===== src/rtl/uart_ctl_pkg.sv =====
// constants and carrier types for the uart interrupt and fifo control slice
package uart_ctl_pkg;

    // ------------------------------------------------------------
    // register offsets and line control decode
    // ------------------------------------------------------------
    localparam logic [3:0] OFF_INT_ENABLE = 4'h1;
    localparam logic [3:0] OFF_ID_FIFO    = 4'h2;
    localparam int         LC_LATCH_BIT   = 7;
    localparam logic [7:0] LC_ENH_ACCESS  = 8'hbf;
    localparam int         EF_ENH_BIT     = 4;

    // ------------------------------------------------------------
    // interrupt enable field positions
    // ------------------------------------------------------------
    localparam int IE_RX_DATA  = 0;
    localparam int IE_TX_READY = 1;
    localparam int IE_LINE     = 2;
    localparam int IE_MODEM    = 3;
    localparam int IE_SLEEP    = 4;
    localparam int IE_SWFLOW   = 5;
    localparam int IE_RTS_DTR  = 6;
    localparam int IE_CTS_DSR  = 7;

    // ------------------------------------------------------------
    // fifo setup field positions
    // ------------------------------------------------------------
    localparam int FS_ENABLE   = 0;
    localparam int FS_RX_CLR   = 1;
    localparam int FS_TX_CLR   = 2;
    localparam int FS_TX_TRG_L = 4;
    localparam int FS_RX_TRG_L = 6;

    // ------------------------------------------------------------
    // reset values
    // ------------------------------------------------------------
    localparam logic [7:0] IE_RESET  = 8'h00;
    localparam logic [7:0] DIV_RESET = 8'h00;
    localparam logic [7:0] ID_RESET  = 8'h01;
    localparam logic [1:0] TRG_RESET = 2'h0;

    // ------------------------------------------------------------
    // identification codes, bits 5:0, highest priority first
    // ------------------------------------------------------------
    localparam logic [5:0] ID_NONE    = 6'h01;
    localparam logic [5:0] ID_LINE    = 6'h06;
    localparam logic [5:0] ID_RX_TOUT = 6'h0c;
    localparam logic [5:0] ID_RX_DATA = 6'h04;
    localparam logic [5:0] ID_TX_RDY  = 6'h02;
    localparam logic [5:0] ID_MODEM   = 6'h00;
    localparam logic [5:0] ID_PIN_CHG = 6'h30;
    localparam logic [5:0] ID_SWFLOW  = 6'h10;
    localparam logic [5:0] ID_CTS_RTS = 6'h20;

    // ------------------------------------------------------------
    // trigger levels in characters / free spaces
    // ------------------------------------------------------------
    localparam logic [6:0] RX_TRG_0 = 7'h08;
    localparam logic [6:0] RX_TRG_1 = 7'h10;
    localparam logic [6:0] RX_TRG_2 = 7'h38;
    localparam logic [6:0] RX_TRG_3 = 7'h3c;
    localparam logic [6:0] TX_TRG_0 = 7'h08;
    localparam logic [6:0] TX_TRG_1 = 7'h10;
    localparam logic [6:0] TX_TRG_2 = 7'h20;
    localparam logic [6:0] TX_TRG_3 = 7'h38;
    localparam logic [6:0] TRG_NOFIFO = 7'h01;

    // status from the serial engines, same clock
    typedef struct packed {
        logic line_err;
        logic rx_timeout;
        logic hold_empty;
        logic modem_chg;
        logic pin_chg;
        logic xoff_det;
        logic xon_det;
        logic spec_det;
        logic cts_inact;
        logic rts_inact;
        logic tx_empty;
        logic rx_empty;
    } engine_status_t;

    // channel power state
    typedef enum logic [0:0] {
        PWR_AWAKE  = 1'b0,
        PWR_ASLEEP = 1'b1
    } power_state_t;

endpackage


===== src/rtl/irq_priority.sv =====
// priority encoder from enabled pending sources to an identification code
`timescale 1ns/1ps
`default_nettype none
module irq_priority (
    // enabled pending sources, bit 0 highest priority
    input  wire logic [8:0] pend,
    // code for bits 5:0 of the identification register
    output logic      [5:0] code
);

    // scan from lowest to highest so the highest priority wins
    always_comb begin
        code = uart_ctl_pkg::ID_NONE;
        for (int i = 8; i >= 0; i--) begin
            if (pend[i]) begin
                case (i)
                    0:       code = uart_ctl_pkg::ID_LINE;
                    1:       code = uart_ctl_pkg::ID_RX_TOUT;
                    2:       code = uart_ctl_pkg::ID_RX_DATA;
                    3:       code = uart_ctl_pkg::ID_TX_RDY;
                    4:       code = uart_ctl_pkg::ID_MODEM;
                    5:       code = uart_ctl_pkg::ID_PIN_CHG;
                    6:       code = uart_ctl_pkg::ID_SWFLOW;
                    default: code = uart_ctl_pkg::ID_CTS_RTS;
                endcase
            end
        end
    end

endmodule
`default_nettype wire


===== src/rtl/uart_irq_fifo_control.sv =====
// uart channel interrupt enable, divisor high, id, fifo setup and sleep
//
// Operation
// - enable register at 1 when latch select clear
// - bits 7,6,5 enable cts, rts, flow interrupts
// - enable bits 7:4 writable only with enhanced
// - sleep only when idle, steady, empty, quiet
// - modem toggle, rx low, tx write wake
// - oscillator stopped while asleep
// - tx ready on empty or space above trigger
// - bits 3,2,0 enable modem, line, rx data
// - divisor high at 1, cleared by power-on only
// - bit 0 low when pending; priority 1-3 codes
// - codes for priorities 4 to 7
// - flow bit clears by xon or read
// - fifo setup bits 7:6 rx trigger
// - fifo setup bits 5:4 tx trigger
// - bit 2 clears tx fifo, self clears
// - bit 1 clears rx fifo, self clears
// - bit 0 enables 64 deep fifos
// - tx trigger writable only with enhanced
// - latch select moves offset 1 to divisor, except at bf
`timescale 1ns/1ps
`default_nettype none
module uart_irq_fifo_control #(
    parameter int FIFO_DEPTH = 64
) (
    // clock and resets
    input  wire logic                         mclk,
    input  wire logic                         rstn,
    input  wire logic                         soft_rst,
    // register port
    input  wire logic [3:0]                   reg_addr,
    input  wire logic                         reg_wr,
    input  wire logic                         reg_rd,
    input  wire logic [7:0]                   reg_wdata,
    output logic      [7:0]                   reg_rdata_q,
    // neighbouring control registers
    input  wire logic [7:0]                   line_control,
    input  wire logic [7:0]                   enhanced_feature,
    // serial engine status
    input  wire uart_ctl_pkg::engine_status_t eng,
    input  wire logic [6:0]                   rx_level,
    input  wire logic [6:0]                   tx_free,
    input  wire logic                         hold_write,
    // pins
    input  wire logic                         rx_pin,
    input  wire logic [3:0]                   modem_pins,
    // control outputs
    output logic      [7:0]                   interrupt_enable_q,
    output logic      [7:0]                   baud_divisor_high_q,
    output logic      [7:0]                   interrupt_source_id_q,
    output logic                              fifo_en_q,
    output logic      [6:0]                   rx_trig_q,
    output logic      [6:0]                   tx_trig_q,
    output logic                              tx_fifo_clr_q,
    output logic                              rx_fifo_clr_q,
    output logic                              irq_n_q,
    output logic                              osc_stop_q
);

    // ------------------------------------------------------------
    // access decode
    // ------------------------------------------------------------
    logic       dlab;
    logic       enh;
    logic       wr_ie;
    logic       wr_div;
    logic       wr_fs;
    logic       rd_id;
    logic [1:0] rx_sel_q;
    logic [1:0] tx_sel_q;

    assign dlab   = line_control[uart_ctl_pkg::LC_LATCH_BIT];
    assign enh    = enhanced_feature[uart_ctl_pkg::EF_ENH_BIT];
    assign wr_ie  = reg_wr && reg_addr == uart_ctl_pkg::OFF_INT_ENABLE
                    && !dlab;
    assign wr_div = reg_wr && reg_addr == uart_ctl_pkg::OFF_INT_ENABLE
                    && dlab
                    && line_control != uart_ctl_pkg::LC_ENH_ACCESS;
    assign wr_fs  = reg_wr && reg_addr == uart_ctl_pkg::OFF_ID_FIFO
                    && !dlab;
    assign rd_id  = reg_rd && reg_addr == uart_ctl_pkg::OFF_ID_FIFO && !dlab;

    // ------------------------------------------------------------
    // pin synchronisers
    // ------------------------------------------------------------
    logic [4:0] pin_s1_q;
    logic [4:0] pin_s2_q;
    logic [4:0] pin_s3_q;
    logic       modem_toggle;
    logic       rx_idle;

    // s3 is history for toggle detection, s1 feeds only s2
    always_ff @(posedge mclk) begin
        if (!rstn) begin
            pin_s1_q <= 5'h1f;
            pin_s2_q <= 5'h1f;
            pin_s3_q <= 5'h1f;
        end else begin
            pin_s1_q <= {rx_pin, modem_pins};
            pin_s2_q <= pin_s1_q;
            pin_s3_q <= pin_s2_q;
        end
    end

    assign modem_toggle = |(pin_s2_q[3:0] ^ pin_s3_q[3:0]);
    assign rx_idle      = pin_s2_q[4];

    // ------------------------------------------------------------
    // interrupt enable register
    // ------------------------------------------------------------
    // upper nibble frozen unless enhanced functions are on
    always_ff @(posedge mclk) begin
        if (!rstn || soft_rst) begin
            interrupt_enable_q <= uart_ctl_pkg::IE_RESET;
        end else if (wr_ie) begin
            interrupt_enable_q[3:0] <= reg_wdata[3:0];
            if (enh) begin
                interrupt_enable_q[7:4] <= reg_wdata[7:4];
            end
        end
    end

    // ------------------------------------------------------------
    // divisor high byte
    // ------------------------------------------------------------
    // survives software reset so the baud rate holds
    always_ff @(posedge mclk) begin
        if (!rstn) begin
            baud_divisor_high_q <= uart_ctl_pkg::DIV_RESET;
        end else if (wr_div) begin
            baud_divisor_high_q <= reg_wdata;
        end
    end

    // ------------------------------------------------------------
    // fifo setup register, write only
    // ------------------------------------------------------------
    // with bit 0 clear the trigger fields are not programmable
    always_ff @(posedge mclk) begin
        if (!rstn || soft_rst) begin
            fifo_en_q <= 1'b0;
            rx_sel_q  <= uart_ctl_pkg::TRG_RESET;
            tx_sel_q  <= uart_ctl_pkg::TRG_RESET;
        end else if (wr_fs) begin
            fifo_en_q <= reg_wdata[uart_ctl_pkg::FS_ENABLE];
            if (reg_wdata[uart_ctl_pkg::FS_ENABLE]) begin
                rx_sel_q <= reg_wdata[uart_ctl_pkg::FS_RX_TRG_L +: 2];
                if (enh) begin
                    tx_sel_q <= reg_wdata[uart_ctl_pkg::FS_TX_TRG_L +: 2];
                end
            end
        end
    end

    // clear strobes are one-cycle pulses, the bits never store
    always_ff @(posedge mclk) begin
        if (!rstn || soft_rst) begin
            tx_fifo_clr_q <= 1'b0;
            rx_fifo_clr_q <= 1'b0;
        end else begin
            tx_fifo_clr_q <= wr_fs && reg_wdata[uart_ctl_pkg::FS_TX_CLR];
            rx_fifo_clr_q <= wr_fs && reg_wdata[uart_ctl_pkg::FS_RX_CLR];
        end
    end

    // trigger decode registered so outputs come from flops
    always_ff @(posedge mclk) begin
        if (!rstn || soft_rst) begin
            rx_trig_q <= uart_ctl_pkg::TRG_NOFIFO;
            tx_trig_q <= uart_ctl_pkg::TRG_NOFIFO;
        end else if (!fifo_en_q) begin
            rx_trig_q <= uart_ctl_pkg::TRG_NOFIFO;
            tx_trig_q <= uart_ctl_pkg::TRG_NOFIFO;
        end else begin
            case (rx_sel_q)
                2'h0:    rx_trig_q <= uart_ctl_pkg::RX_TRG_0;
                2'h1:    rx_trig_q <= uart_ctl_pkg::RX_TRG_1;
                2'h2:    rx_trig_q <= uart_ctl_pkg::RX_TRG_2;
                default: rx_trig_q <= uart_ctl_pkg::RX_TRG_3;
            endcase
            case (tx_sel_q)
                2'h0:    tx_trig_q <= uart_ctl_pkg::TX_TRG_0;
                2'h1:    tx_trig_q <= uart_ctl_pkg::TX_TRG_1;
                2'h2:    tx_trig_q <= uart_ctl_pkg::TX_TRG_2;
                default: tx_trig_q <= uart_ctl_pkg::TX_TRG_3;
            endcase
        end
    end

    // ------------------------------------------------------------
    // software flow flags behind identification bit 4
    // ------------------------------------------------------------
    logic xoff_flag_q;
    logic spec_flag_q;

    // a new detection in the clearing cycle wins
    always_ff @(posedge mclk) begin
        if (!rstn || soft_rst) begin
            xoff_flag_q <= 1'b0;
            spec_flag_q <= 1'b0;
        end else begin
            if (eng.xoff_det) begin
                xoff_flag_q <= 1'b1;
            end else if (eng.xon_det) begin
                xoff_flag_q <= 1'b0;
            end
            if (eng.spec_det) begin
                spec_flag_q <= 1'b1;
            end else if (rd_id) begin
                spec_flag_q <= 1'b0;
            end
        end
    end

    // ------------------------------------------------------------
    // source gating and priority
    // ------------------------------------------------------------
    logic       rx_ready;
    logic       tx_ready;
    logic [8:0] pend;
    logic [5:0] code;

    // without fifos the level trigger collapses to one character
    assign rx_ready = !eng.rx_empty && rx_level >= rx_trig_q;
    assign tx_ready = fifo_en_q ? tx_free > tx_trig_q
                                : eng.hold_empty;

    // gating keeps disabled sources out of id and output
    assign pend[0] = eng.line_err   && interrupt_enable_q[uart_ctl_pkg::IE_LINE];
    assign pend[1] = eng.rx_timeout && interrupt_enable_q[uart_ctl_pkg::IE_RX_DATA];
    assign pend[2] = rx_ready       && interrupt_enable_q[uart_ctl_pkg::IE_RX_DATA];
    assign pend[3] = tx_ready       && interrupt_enable_q[uart_ctl_pkg::IE_TX_READY];
    assign pend[4] = eng.modem_chg  && interrupt_enable_q[uart_ctl_pkg::IE_MODEM];
    assign pend[5] = eng.pin_chg    && interrupt_enable_q[uart_ctl_pkg::IE_MODEM];
    assign pend[6] = (xoff_flag_q || spec_flag_q)
                     && interrupt_enable_q[uart_ctl_pkg::IE_SWFLOW];
    assign pend[7] = eng.cts_inact  && interrupt_enable_q[uart_ctl_pkg::IE_CTS_DSR];
    assign pend[8] = eng.rts_inact  && interrupt_enable_q[uart_ctl_pkg::IE_RTS_DTR];

    irq_priority u_prio (
        .pend (pend),
        .code (code)
    );

    // ------------------------------------------------------------
    // identification register and interrupt output
    // ------------------------------------------------------------
    always_ff @(posedge mclk) begin
        if (!rstn || soft_rst) begin
            interrupt_source_id_q <= uart_ctl_pkg::ID_RESET;
            irq_n_q               <= 1'b1;
        end else begin
            interrupt_source_id_q <= {{2{fifo_en_q}}, code};
            irq_n_q               <= !(|pend);
        end
    end

    // ------------------------------------------------------------
    // register read path
    // ------------------------------------------------------------
    // unmapped or write-only offsets read as zero
    always_ff @(posedge mclk) begin
        if (!rstn) begin
            reg_rdata_q <= 8'h00;
        end else if (reg_rd && reg_addr == uart_ctl_pkg::OFF_INT_ENABLE
                     && !dlab) begin
            reg_rdata_q <= interrupt_enable_q;
        end else if (reg_rd && reg_addr == uart_ctl_pkg::OFF_INT_ENABLE
                     && dlab
                     && line_control != uart_ctl_pkg::LC_ENH_ACCESS) begin
            reg_rdata_q <= baud_divisor_high_q;
        end else if (rd_id) begin
            reg_rdata_q <= interrupt_source_id_q;
        end else begin
            reg_rdata_q <= 8'h00;
        end
    end

    // ------------------------------------------------------------
    // sleep control
    // ------------------------------------------------------------
    uart_ctl_pkg::power_state_t pwr_q;
    logic                       may_sleep;
    logic                       wake;

    assign may_sleep = interrupt_enable_q[uart_ctl_pkg::IE_SLEEP] && enh
                       && !(|pend) && !modem_toggle && rx_idle
                       && eng.tx_empty && eng.rx_empty;
    assign wake      = modem_toggle || !rx_idle || hold_write;

    // the stop request goes to the oscillator; wake terms are the synchronised pins and hold_write
    always_ff @(posedge mclk) begin
        if (!rstn || soft_rst) begin
            pwr_q <= uart_ctl_pkg::PWR_AWAKE;
        end else begin
            case (pwr_q)
                uart_ctl_pkg::PWR_AWAKE:
                    if (may_sleep && !hold_write) begin
                        pwr_q <= uart_ctl_pkg::PWR_ASLEEP;
                    end
                uart_ctl_pkg::PWR_ASLEEP:
                    if (wake) begin
                        pwr_q <= uart_ctl_pkg::PWR_AWAKE;
                    end
                default: pwr_q <= uart_ctl_pkg::PWR_AWAKE;
            endcase
        end
    end

    assign osc_stop_q = (pwr_q == uart_ctl_pkg::PWR_ASLEEP);
endmodule
`default_nettype wire


===== config.mk =====
export PLATFORM = sky130hd
export DESIGN_NAME = uart_irq_fifo_control
export DESIGN_NICKNAME = d
export VERILOG_FILES = /design/src/rtl/uart_ctl_pkg.sv /design/src/rtl/irq_priority.sv /design/src/rtl/uart_irq_fifo_control.sv
export SDC_FILE = /design/constraint.sdc
export NUM_CORES = 1
export LEC_CHECK = 0
export BUFFER_PORTS_ARGS = -buffer_cell sky130_fd_sc_hd__buf_2
export CORE_UTILIZATION = 52
export CTS_CLUSTER_SIZE = 10
export DETAILED_ROUTE_END_ITERATION = 10
export GPL_TIMING_DRIVEN = 0
export PLACE_DENSITY_LB_ADDON = 0.2
export SYNTH_ARGS = -nofsm -noshare
export SYNTH_HDL_FRONTEND = slang
export SYNTH_HIERARCHICAL = 1
export SYNTH_SLANG_ARGS = --single-unit

===== constraint.sdc =====
create_clock -name mclk -period 7.14 [get_ports mclk]
set_clock_uncertainty 0.2 [all_clocks]
set_input_delay 0.357 -clock mclk [delete_from_list [all_inputs] [get_ports mclk]]
set_output_delay 0.357 -clock mclk [all_outputs]
set_load 0.02 [all_outputs]

==> results_dict.tcl, run 1 <==
set metrics [dict create \
    tritoncts "yes" \
    clock_power_share 0.419 \
    cts_num_sinks 64 \
    hold_path_class "in -> reg" \
    tightest_slew_ns 0.596 \
    p_sw_uw 172 \
    synthToLayoutAreaGrowth_pct 29.8 \
    setup-tns-final_ns 0 \
    wire_per_inst_um 14.0 \
    vias_per_cell 5.16 \
    whs_ns 0.0105 \
    powerDensity_mw_per_mm2 194 \
    min_period_over_period 0.365 \
    vias 2523 \
    cap_violations 0 \
    rsz0062_at_grt "no" \
    die-area_mm2 0.00581 \
    netlist_area_mm2 0.00286 \
    synthTopCellsByArea "dfxtp_1 45%, mux2i_1 6.3%, ha_1 5.2%, nand2b_1 3.9%, inv_1 3.1%" \
    numCtsBuffers 9 \
    path_clk_slew_ns 0.07 \
    synth_edf_count 0 \
    portBuffers 103 \
    synth.largest_area_cell "dfxtp_1" \
    root_buffer "clkbuf_8" \
    worstSetupPathType "reg -> reg" \
    cts_max_path_buffers 2 \
    setup_viol 0 \
    grt_overflow 0 \
    synth-seq-cells 64 \
    async_flop_share 0 \
    finalHoldViolCount 0 \
    maxSlewViolCount 0 \
    pin_count 116 \
    grt_max_degree 13 \
    syn_area_per_cell_um2 9.81 \
    mostFrequentLayoutCell "buf_2" \
    grt_pass1_wl_um 11200 \
    power_leakage_nw 1.81 \
    diodes 0 \
    cp.required_ns 7.22 \
    pwr-share-seq 0.504 \
    cts-resized-gates 0 \
    irDropWorstVdd_mv 0.175 \
    antenna_found_initial 0 \
    pre_cts_slack_ns 4.45 \
    synthCells 292 \
    comb_power_share 0.077 \
    drive_gt1_frac 0.339 \
    die_y_um 76.2 \
    antenna_left 0 \
    synth.distinct_cells 49 \
    yosys_warnings 6 \
    dp_hpwl_um 5290 \
    std_cell_rows 26 \
    swShare 0.238 \
    gp_congestion 0.888 \
    final_cell_mix "104 x buf_2, 64 x dfxtp_1, 24 x inv_1" \
    fillers 429 \
    grt_pass1_vias 2427 \
    outcome "finished clean" \
    start_util 0.550 \
    seq_area_frac_synth 0.447 \
    coreArea_mm2 0.00520 \
    ys.flop_type "dfxtp_1" \
    clock.fmax_mhz 384 \
    drt_pass1_iterations 4 \
    routed_wl_um 6830 \
    synth_top_area_share 0.447 \
    drc 0 \
    p_int_uw 549 \
    layout.nets 491 \
    finalWorstSetupSlack_ns 4.54 \
    cp-start-kind "flop" \
    arrival_ns 2.68 \
    slew_headroom 0.599 \
    crit_path_end_kind "flop" \
    drtIter0Drc 110 \
    fin_crit_ns 2.60 \
    track_usage 0.247 \
    cts.htree.levels 3 \
    crit_fanout 4 \
    clk_latency_ns 0.34 \
    die_w_um 76.2 \
]
## sequential cells by signal (all words and copies together) (netlist names)
| name | flops |
|---|---|
| tx_sel_q | 2 |
| pin_s2_q | 5 |
| spec_flag_q | 1 |
| rx_trig_q | 4 |
| irq_n_q | 1 |
| baud_divisor_high_q | 8 |
| xoff_flag_q | 1 |
| tx_trig_q | 4 |
| pin_s3_q | 4 |
| tx_fifo_clr_q | 1 |
| rx_sel_q | 2 |
| interrupt_enable_q | 8 |
| reg_rdata_q | 8 |
| rx_fifo_clr_q | 1 |
| osc_stop_q | 1 |
| pin_s1_q | 5 |
| interrupt_source_id_q | 7 |
| fifo_en_q | 1 |
## layer usage
metal	vias to the layer above	wire, um	GRT usage
met2	107	3230	0.407
met3	13	517	0.0587
met5	-	0	0
met4	0	110	0.115
li1	1239	-	-
met1	1164	2970	0.303
## power by group through the flow
stage	Sequential [mW]	Combinational (mW)	Clock (mW)
2_1_floorplan	0.372	0.0259	0
4_1_cts	0.363	0.0557	0.305
3_3_place_gp	0.371	0.0524	0
6_report	0.363	0.0556	0.302
5_1_grt	0.364	0.0611	0.323
3_5_place_dp	0.372	0.0539	0
## what timing repair did
item	4_1_cts	5_1_grt
hold buffers	4	0
buffers inserted	0	0
hold endpoints to repair	4	0
## cells by family (layout without fill, tap and decap cells)
family | count (synthesis) | count (layout) | synth area share
buffers and inverters | 38 | 161 | 0.0620
multiplexers | 18 | 18 | 0.0629
other | 1 | 5 | 0.00131
AND/OR/NAND/NOR | 117 | 117 | 0.244
AO/OA/AOI/OAI | 38 | 38 | 0.118
XOR/XNOR | 4 | 4 | 0.0122
adder cells (fa/ha/maj) | 12 | 12 | 0.0524
flip-flops | 64 | 64 | 0.447
## path summary, 6_finish.rpt
check,from,to,slack [ns],cells after the start
setup / recovery,rx_trig_q[4]$_SDFF_PP0_,interrupt_source_id_q[5]$_SDFF_PP0_,4.54,9
hold / removal,rx_pin,pin_s1_q[4]$_SDFF_PN1_,0.01,2
setup reg to reg,rx_trig_q[4]$_SDFF_PP0_,interrupt_source_id_q[5]$_SDFF_PP0_,4.54,9
hold reg to reg,pin_s1_q[4]$_SDFF_PN1_,pin_s2_q[4]$_SDFF_PN1_,0.20,1
## through the flow
step,utilization,total power [mW],cells,area (um2)
6_report,0.714,0.720,489,3720
5_1_grt,0.714,0.747,489,3720
4_1_cts,0.714,0.724,489,3720
3_5_place_dp,0.669,0.425,469,3480
3_3_place_gp,0.669,0.424,469,3480
2_1_floorplan,-,0.398,296,2880
## area by class of cell
| class | count | area, um2 | share of cell area |
|---|---|---|---|
| well taps | 70 | 87.6 | 0.0236 |
| clock buffers | 9 | 124 | 0.0333 |
| inverters | 24 | 90.1 | 0.0242 |
| flip-flops and latches | 64 | 1280 | 0.345 |
| repair buffers | 107 | 556 | 0.149 |
| plain buffers | 14 | 87.6 | 0.0236 |
| clock inverters | 7 | 71.3 | 0.0192 |
| multi-input cells | 194 | 1420 | 0.382 |
## cells in the mapped netlist, drive strengths merged (3+ instances only)
cell,count
ha,12
nor2b,12
xnor2,3
inv,24
and3,6
nand4,3
buf,9
nand4b,3
nor4,4
nand2,11
dfxtp,64
nand2b,18
and2,12
o211ai,7
nand3,12
a21oi,7
clkbuf,5
mux2i,18
o211a,6
nor4b,3
nor2,22
## worst max-delay path, stage by stage, from the launching register on
cell and delay, ns:
dfxtp_1 0.34, inv_1 0.05, ha_1 0.29, a2111oi_0 0.37
o21ai_0 0.15, nand4b_1 0.18, inv_1 0.08, or3_4 0.39
a2111oi_2 0.33, and2_1 0.17
Power figures use the tool's default switching activity.
==> inputs of run 2 (changes only) <==
Settings changed: CORE_UTILIZATION 52 to 48.
Clock period 7.14 ns to 2.4 ns, I/O delays scaled along.
==> run 2 against run 1 <==
Compared with the run above: setup slack worse by 4.4 ns; hold slack gained 0.017 ns; power increased to 3.2 times the previous value; highest routed layer unchanged; clock-buffer cell count unchanged; design area is 7.6% higher; sequential share of layout area decreased by 2.4 points.
==> results_dict.tcl, run 2 (synthesis results as in run 1) <==
set metrics [dict create \
    maxSlewViolCount 0 \
    outcome "finished clean" \
    numCtsBuffers 9 \
    mostFrequentLayoutCell "buf_2" \
    path_clk_slew_ns 0.08 \
    cp-startpoint "tx_trig_q[0]$_SDFF_PP1_" \
    routed_wl_um 7460 \
    swShare 0.239 \
    cts.htree.levels 3 \
    final_cell_mix "104 x buf_2, 63 x dfxtp_1, 23 x inv_1" \
    finish.utilization 0.709 \
    die-area_mm2 0.00628 \
    antenna_found_initial 0 \
    slew_headroom 0.575 \
    hold_path_class "in -> reg" \
    p_total_mw 2.33 \
    vias_per_cell 5.10 \
    vias 2601 \
    r2r-start "tx_trig_q[0]$_SDFF_PP1_" \
    min_period_over_period 0.936 \
    setup_viol 0 \
    cp-start-kind "flop" \
    layout.nets 510 \
    fin_crit_ns 2.25 \
    pwr-share-seq 0.465 \
    power_leakage_nw 1.92 \
    drc 0 \
    grt_overflow 0 \
    root_buffer "clkbuf_8" \
    cts_num_sinks 64 \
    reg2reg_slack_ns 0.15 \
    rr_worst_depth 8 \
    grt_max_degree 14 \
    clock_power_share 0.451 \
    tritoncts "yes" \
    cts_max_path_buffers 2 \
    dp_hpwl_um 5390 \
    pin_count 116 \
    reg_top3 "baud_divisor_high_q x8, interrupt_enable_q x8, reg_rdata_q x8" \
    finalWorstSetupSlack_ns 0.154 \
    powerDensity_mw_per_mm2 581 \
    tightest_slew_ns 0.632 \
    clk_latency_ns 0.35 \
    die_w_um 79.2 \
    p_sw_uw 555 \
    drive_gt1_frac 0.347 \
    cp.required_ns 2.50 \
    p_int_mw 1.77 \
    crit_fanout 4 \
    grt_pass1_wl_um 11800 \
    synthToLayoutAreaGrowth_pct 39.7 \
    track_usage 0.256 \
    finalHoldViolCount 0 \
    die_y_um 79.2 \
    diodes 0 \
    antenna_left 0 \
    arrival_ns 2.35 \
    portBuffers 103 \
    r2r_end "interrupt_source_id_q[0]$_SDFF_PP1_" \
    crit_path_end_kind "flop" \
    comb_power_share 0.084 \
    drtIter0Drc 77 \
    start_util 0.508 \
    drt_pass1_iterations 4 \
    whs_ns 0.0270 \
    gp_congestion 0.854 \
    clock.fmax_mhz 445 \
    grt_pass1_vias 2598 \
    wire_per_inst_um 14.6 \
    cap_violations 0 \
    irDropWorstVdd_mv 0.374 \
    std_cell_rows 27 \
    setup-tns-final_ns 0 \
    coreArea_mm2 0.00564 \
    pre_cts_slack_ns -0.223 \
    worstSetupPathType "reg -> reg" \
    critPathCapture "interrupt_source_id_q[0]$_SDFF_PP1_" \
]
run 2: cell types whose count changed in the layout (fill, tap and decap cells not counted), sizes merged:
cell | previous run | this run
bufinv | 1 | 2
inv | 25 | 27
dlygate4sd3 | 4 | 21
clkinvlp | 3 | 1
buf | 112 | 114
clkinv | 2 | 1
run 2: critical path, cell delays in order (launching register included):
cell,delay (ns)
dfxtp_1,0.38
ha_1,0.26
nor4b_2,0.31
o21ai_1,0.10
nand4b_1,0.12
inv_1,0.07
or3_4,0.36
nor4_1,0.25
nand2b_1,0.13
run 2: worst min-delay path by stage:
stage,slack [ns],cells after the start,endpoint,start
after floorplan,0.02,1,pin_s1_q[0]$_SDFF_PN1_,modem_pins[0]
after global placement,0.1,2,pin_s1_q[0]$_SDFF_PN1_,modem_pins[0]
after detailed placement,0.10,2,pin_s1_q[0]$_SDFF_PN1_,modem_pins[0]
after CTS,0.02,3,tx_sel_q[1]$_SDFFE_PP0P_,enhanced_feature[4]
after global routing,0.04,3,tx_sel_q[1]$_SDFFE_PP0P_,enhanced_feature[4]
final,0.03,3,tx_sel_q[1]$_SDFFE_PP0P_,enhanced_feature[4]
run 2: metrics by stage:
| stage | std cells | instance area, um2 |
|---|---|---|
| after floorplan | 296 | 2880 |
| after global placement | 471 | 3490 |
| after detailed placement | 471 | 3490 |
| after CTS | 509 | 3960 |
| after global routing | 510 | 4000 |
| final | 510 | 4000 |
run 2: repair_timing:
item,CTS,global route
hold endpoints to repair,31,0
endpoints found under the setup margin,4,4
hold buffers,21,0
resized for setup,6,7
buffers inserted,1,1
pin swaps,2,5
run 2: power by group through the flow:
stage	Clock (mW)	Sequential (mW)	Combinational, mW
2_1_floorplan	0	1.11	0.0772
3_3_place_gp	0	1.10	0.157
3_5_place_dp	0	1.11	0.161
4_1_cts	1.06	1.08	0.192
5_1_grt	1.12	1.08	0.214
6_report	1.05	1.08	0.196
run 2: routing by layer:
layer  routed length (um)  global-route usage
met5                    0                   0
met3                  580               0.101
met1                 3200               0.297
met4                  111              0.0836
met2                 3570               0.428
run 2: layout make-up:
cell class	count	area, um2
tap	72	90.1
clock inverter	7	103
sequential	64	1280
clock buffer	9	124
timing repair buffer	126	741
inverter	24	90.1
fill	470	1640
buffer	14	87.6
multi-input combinational	194	1480
==> inputs of run 3 (changes only) <==
Settings changed: CORE_UTILIZATION 48 to 47, SYNTH_HIERARCHICAL 1 to unset.
==> run 3 against run 2 <==
Compared with the run above: die area decreased by 5.5%; clock-buffer cell count increased by 4; first-iteration DRC count up 34%; power is 6.7% lower; via count fell by 7.2%; global-route usage down 3.1 points; setup slack better by 0.031 ns; flip-flop and latch count is the same; largest cell class is now sequential cells.
==> results_dict.tcl, run 3 <==
set metrics [dict create \
    path_clk_slew_ns 0.06 \
    drc 0 \
    antenna_found_initial 0 \
    track_usage 0.224 \
    routed_wl_um 6530 \
    finalWorstSetupSlack_ns 0.185 \
    r2r_end "osc_stop_q$_SDFF_PP0_" \
    power_leakage_nw 1.80 \
    numCtsBuffers 9 \
    clk_latency_ns 0.33 \
    crit_path_end_kind "flop" \
    yosysMostFrequentCell "dfxtp_1" \
    netlist_area_mm2 0.00265 \
    grt_overflow 0 \
    final_cell_mix "105 x buf_2, 64 x dfxtp_1, 27 x dlygate4sd3_1" \
    ys.flop_type "dfxtp_1" \
    hold_path_class "in -> reg" \
    gp_congestion 0.794 \
    seq_area_frac_synth 0.484 \
    vias_per_cell 4.94 \
    setup_viol 0 \
    r2r-start "tx_trig_q[0]$_SDFF_PP1_" \
    hold_end "reg_rdata_q[6]$_SDFF_PN0_" \
    rr_worst_depth 6 \
    std_cell_rows 26 \
    dp_hpwl_um 4740 \
    yosys_warnings 0 \
    vias 2415 \
    cp-start-kind "input port" \
    layout.nets 491 \
    p_int_mw 1.70 \
    worstHoldStart "reg_rd" \
    swShare 0.214 \
    cts_num_sinks 64 \
    clock.fmax_mhz 451 \
    fin_crit_ns 2.21 \
    outcome "finished clean" \
    die_y_um 77.0 \
    wire_per_inst_um 13.4 \
    crit_fanout 7 \
    async_flop_share 0 \
    grt_max_degree 11 \
    pwr-share-seq 0.498 \
    synthTopCellsByArea "dfxtp_1 48%, mux2i_1 6.8%, ha_1 5.7%, nor2b_1 4.0%, nand2b_1 3.8%" \
    comb_power_share 0.081 \
    grt_pass1_vias 2198 \
    synth.largest_area_cell "dfxtp_1" \
    cp.required_ns 2.47 \
    min_period_over_period 0.923 \
    reg2reg_slack_ns 0.24 \
    cap_violations 0 \
    powerDensity_mw_per_mm2 581 \
    irDropWorstVdd_mv 0.459 \
    mostFrequentLayoutCell "buf_2" \
    synthTopCellsByCount "64 x dfxtp_1, 23 x nor2_1, 18 x mux2i_1" \
    setup-tns-final_ns 0 \
    synth_top_area_share 0.484 \
    pin_count 116 \
    synthCells 269 \
    arrival_ns 2.29 \
    coreArea_mm2 0.00527 \
    tritoncts "yes" \
    cts.htree.levels 3 \
    tightest_slew_ns 0.509 \
    pre_cts_slack_ns 0.247 \
    antenna_left 0 \
    synth-seq-cells 64 \
    syn_area_per_cell_um2 9.84 \
    rsz0062_at_grt "no" \
    worstSetupPathType "in -> reg" \
    die_w_um 77.0 \
    cts_max_path_buffers 2 \
    drtIter0Drc 103 \
    die-area_mm2 0.00593 \
    slew_headroom 0.660 \
    root_buffer "clkbuf_8" \
    synth_edf_count 0 \
    clock_power_share 0.421 \
    p_sw_uw 465 \
    start_util 0.502 \
    maxSlewViolCount 0 \
    hold-path-cell-count 4 \
    portBuffers 103 \
    finalHoldViolCount 0 \
    synthToLayoutAreaGrowth_pct 41.1 \
    reg_top3 "baud_divisor_high_q x8, interrupt_enable_q x8, reg_rdata_q x8" \
    grt_pass1_wl_um 10200 \
    drive_gt1_frac 0.320 \
    drt_pass1_iterations 5 \
    diodes 0 \
    synth.distinct_cells 41 \
]
==> run 3: cell types whose count changed after synthesis, sizes merged, moves of 5 or more <==
| cell | previous run | this run |
|---|---|---|
| a222oi | 0 | 6 |
| inv | 24 | 15 |
| nor2b | 12 | 17 |
| and2 | 12 | 3 |
| o211ai | 7 | 0 |
| a21oi | 7 | 12 |
| o211a | 6 | 1 |
==> run 3: power groups by stage <==
stage	clock [mW]	combinational, mW	sequential (mW)
after floorplan	0	0.0694	1.11
after global placement	0	0.141	1.10
after detailed placement	0	0.145	1.10
after CTS	0.925	0.174	1.08
after global routing	0.975	0.193	1.08
final	0.912	0.176	1.08
==> run 3: worst max path at each step <==
| stage | startpoint | end | slack (ns) | cells past startpoint |
|---|---|---|---|---|
| floorplan | tx_trig_q[0]$_SDFF_PP1_ | osc_stop_q$_SDFF_PP0_ | 0.33 | 6 |
| global placement | tx_trig_q[0]$_SDFF_PP1_ | osc_stop_q$_SDFF_PP0_ | 0.27 | 6 |
| detailed placement | tx_trig_q[0]$_SDFF_PP1_ | osc_stop_q$_SDFF_PP0_ | 0.25 | 6 |
| CTS | tx_trig_q[0]$_SDFF_PP1_ | osc_stop_q$_SDFF_PP0_ | 0.21 | 6 |
| global route | tx_trig_q[0]$_SDFF_PP1_ | osc_stop_q$_SDFF_PP0_ | 0.09 | 6 |
| finish | reg_addr[3] | rx_sel_q[0]$_SDFFE_PP0P_ | 0.19 | 8 |
==> run 3: final cells by class <==
type | count | area, um2
buffer | 16 | 88.8
clock buffer | 13 | 159
clock inverter | 3 | 40.0
fill | 434 | 1540
inverter | 15 | 56.3
multi-input combinational | 178 | 1230
sequential | 64 | 1280
tap | 70 | 87.6
timing repair buffer | 130 | 786
==> run 3: what timing repair did <==
action | 4_1_cts | 5_1_grt
hold buffers | 27 | 0
setup buffers | 0 | 0
gates resized for setup | 0 | 0
endpoints found under the hold margin | 37 | 0
==> run 3: critical path: stages <==
cell	delay, ns
buf_2	0.11
nor3_2	0.30
and3_1	0.22
buf_2	0.16
nand3_1	0.08
dlygate4sd3_1	0.56
a21oi_1	0.16
dlygate4sd3_1	0.58
==> run 3: through the flow <==
stage               hold slack, ns  std cells  total power [mW]  utilization  area (um2)
floorplan                   0.0215        273              1.17            -        2660
global placement            0.0993        446              1.25        0.619        3260
detailed placement           0.103        446              1.25        0.619        3260
CTS                         0.0118        489              2.18        0.708        3730
global route                0.0760        489              2.25        0.708        3730
finish                      0.0173        489              2.17        0.708        3730
==> run 3: routing by layer <==
layer / up-vias / track usage / share of wire
met4: 0 / 0.102 / 0.016
met5: - / 0 / 0
met3: 11 / 0.0512 / 0.072
met1: 1112 / 0.277 / 0.43
met2: 91 / 0.371 / 0.48
li1: 1201 / - / -
==> run 3: logic make-up after synthesis <==
family | count (synthesis) | share of synthesized area
buffers and inverters | 31 | 0.0548
AO/OA/AOI/OAI | 34 | 0.0950
AND/OR/NAND/NOR | 105 | 0.226
other | 1 | 0.00142
flip-flops | 64 | 0.484
adder cells (fa/ha/maj) | 12 | 0.0567
XOR/XNOR | 4 | 0.0132
multiplexers | 18 | 0.0681
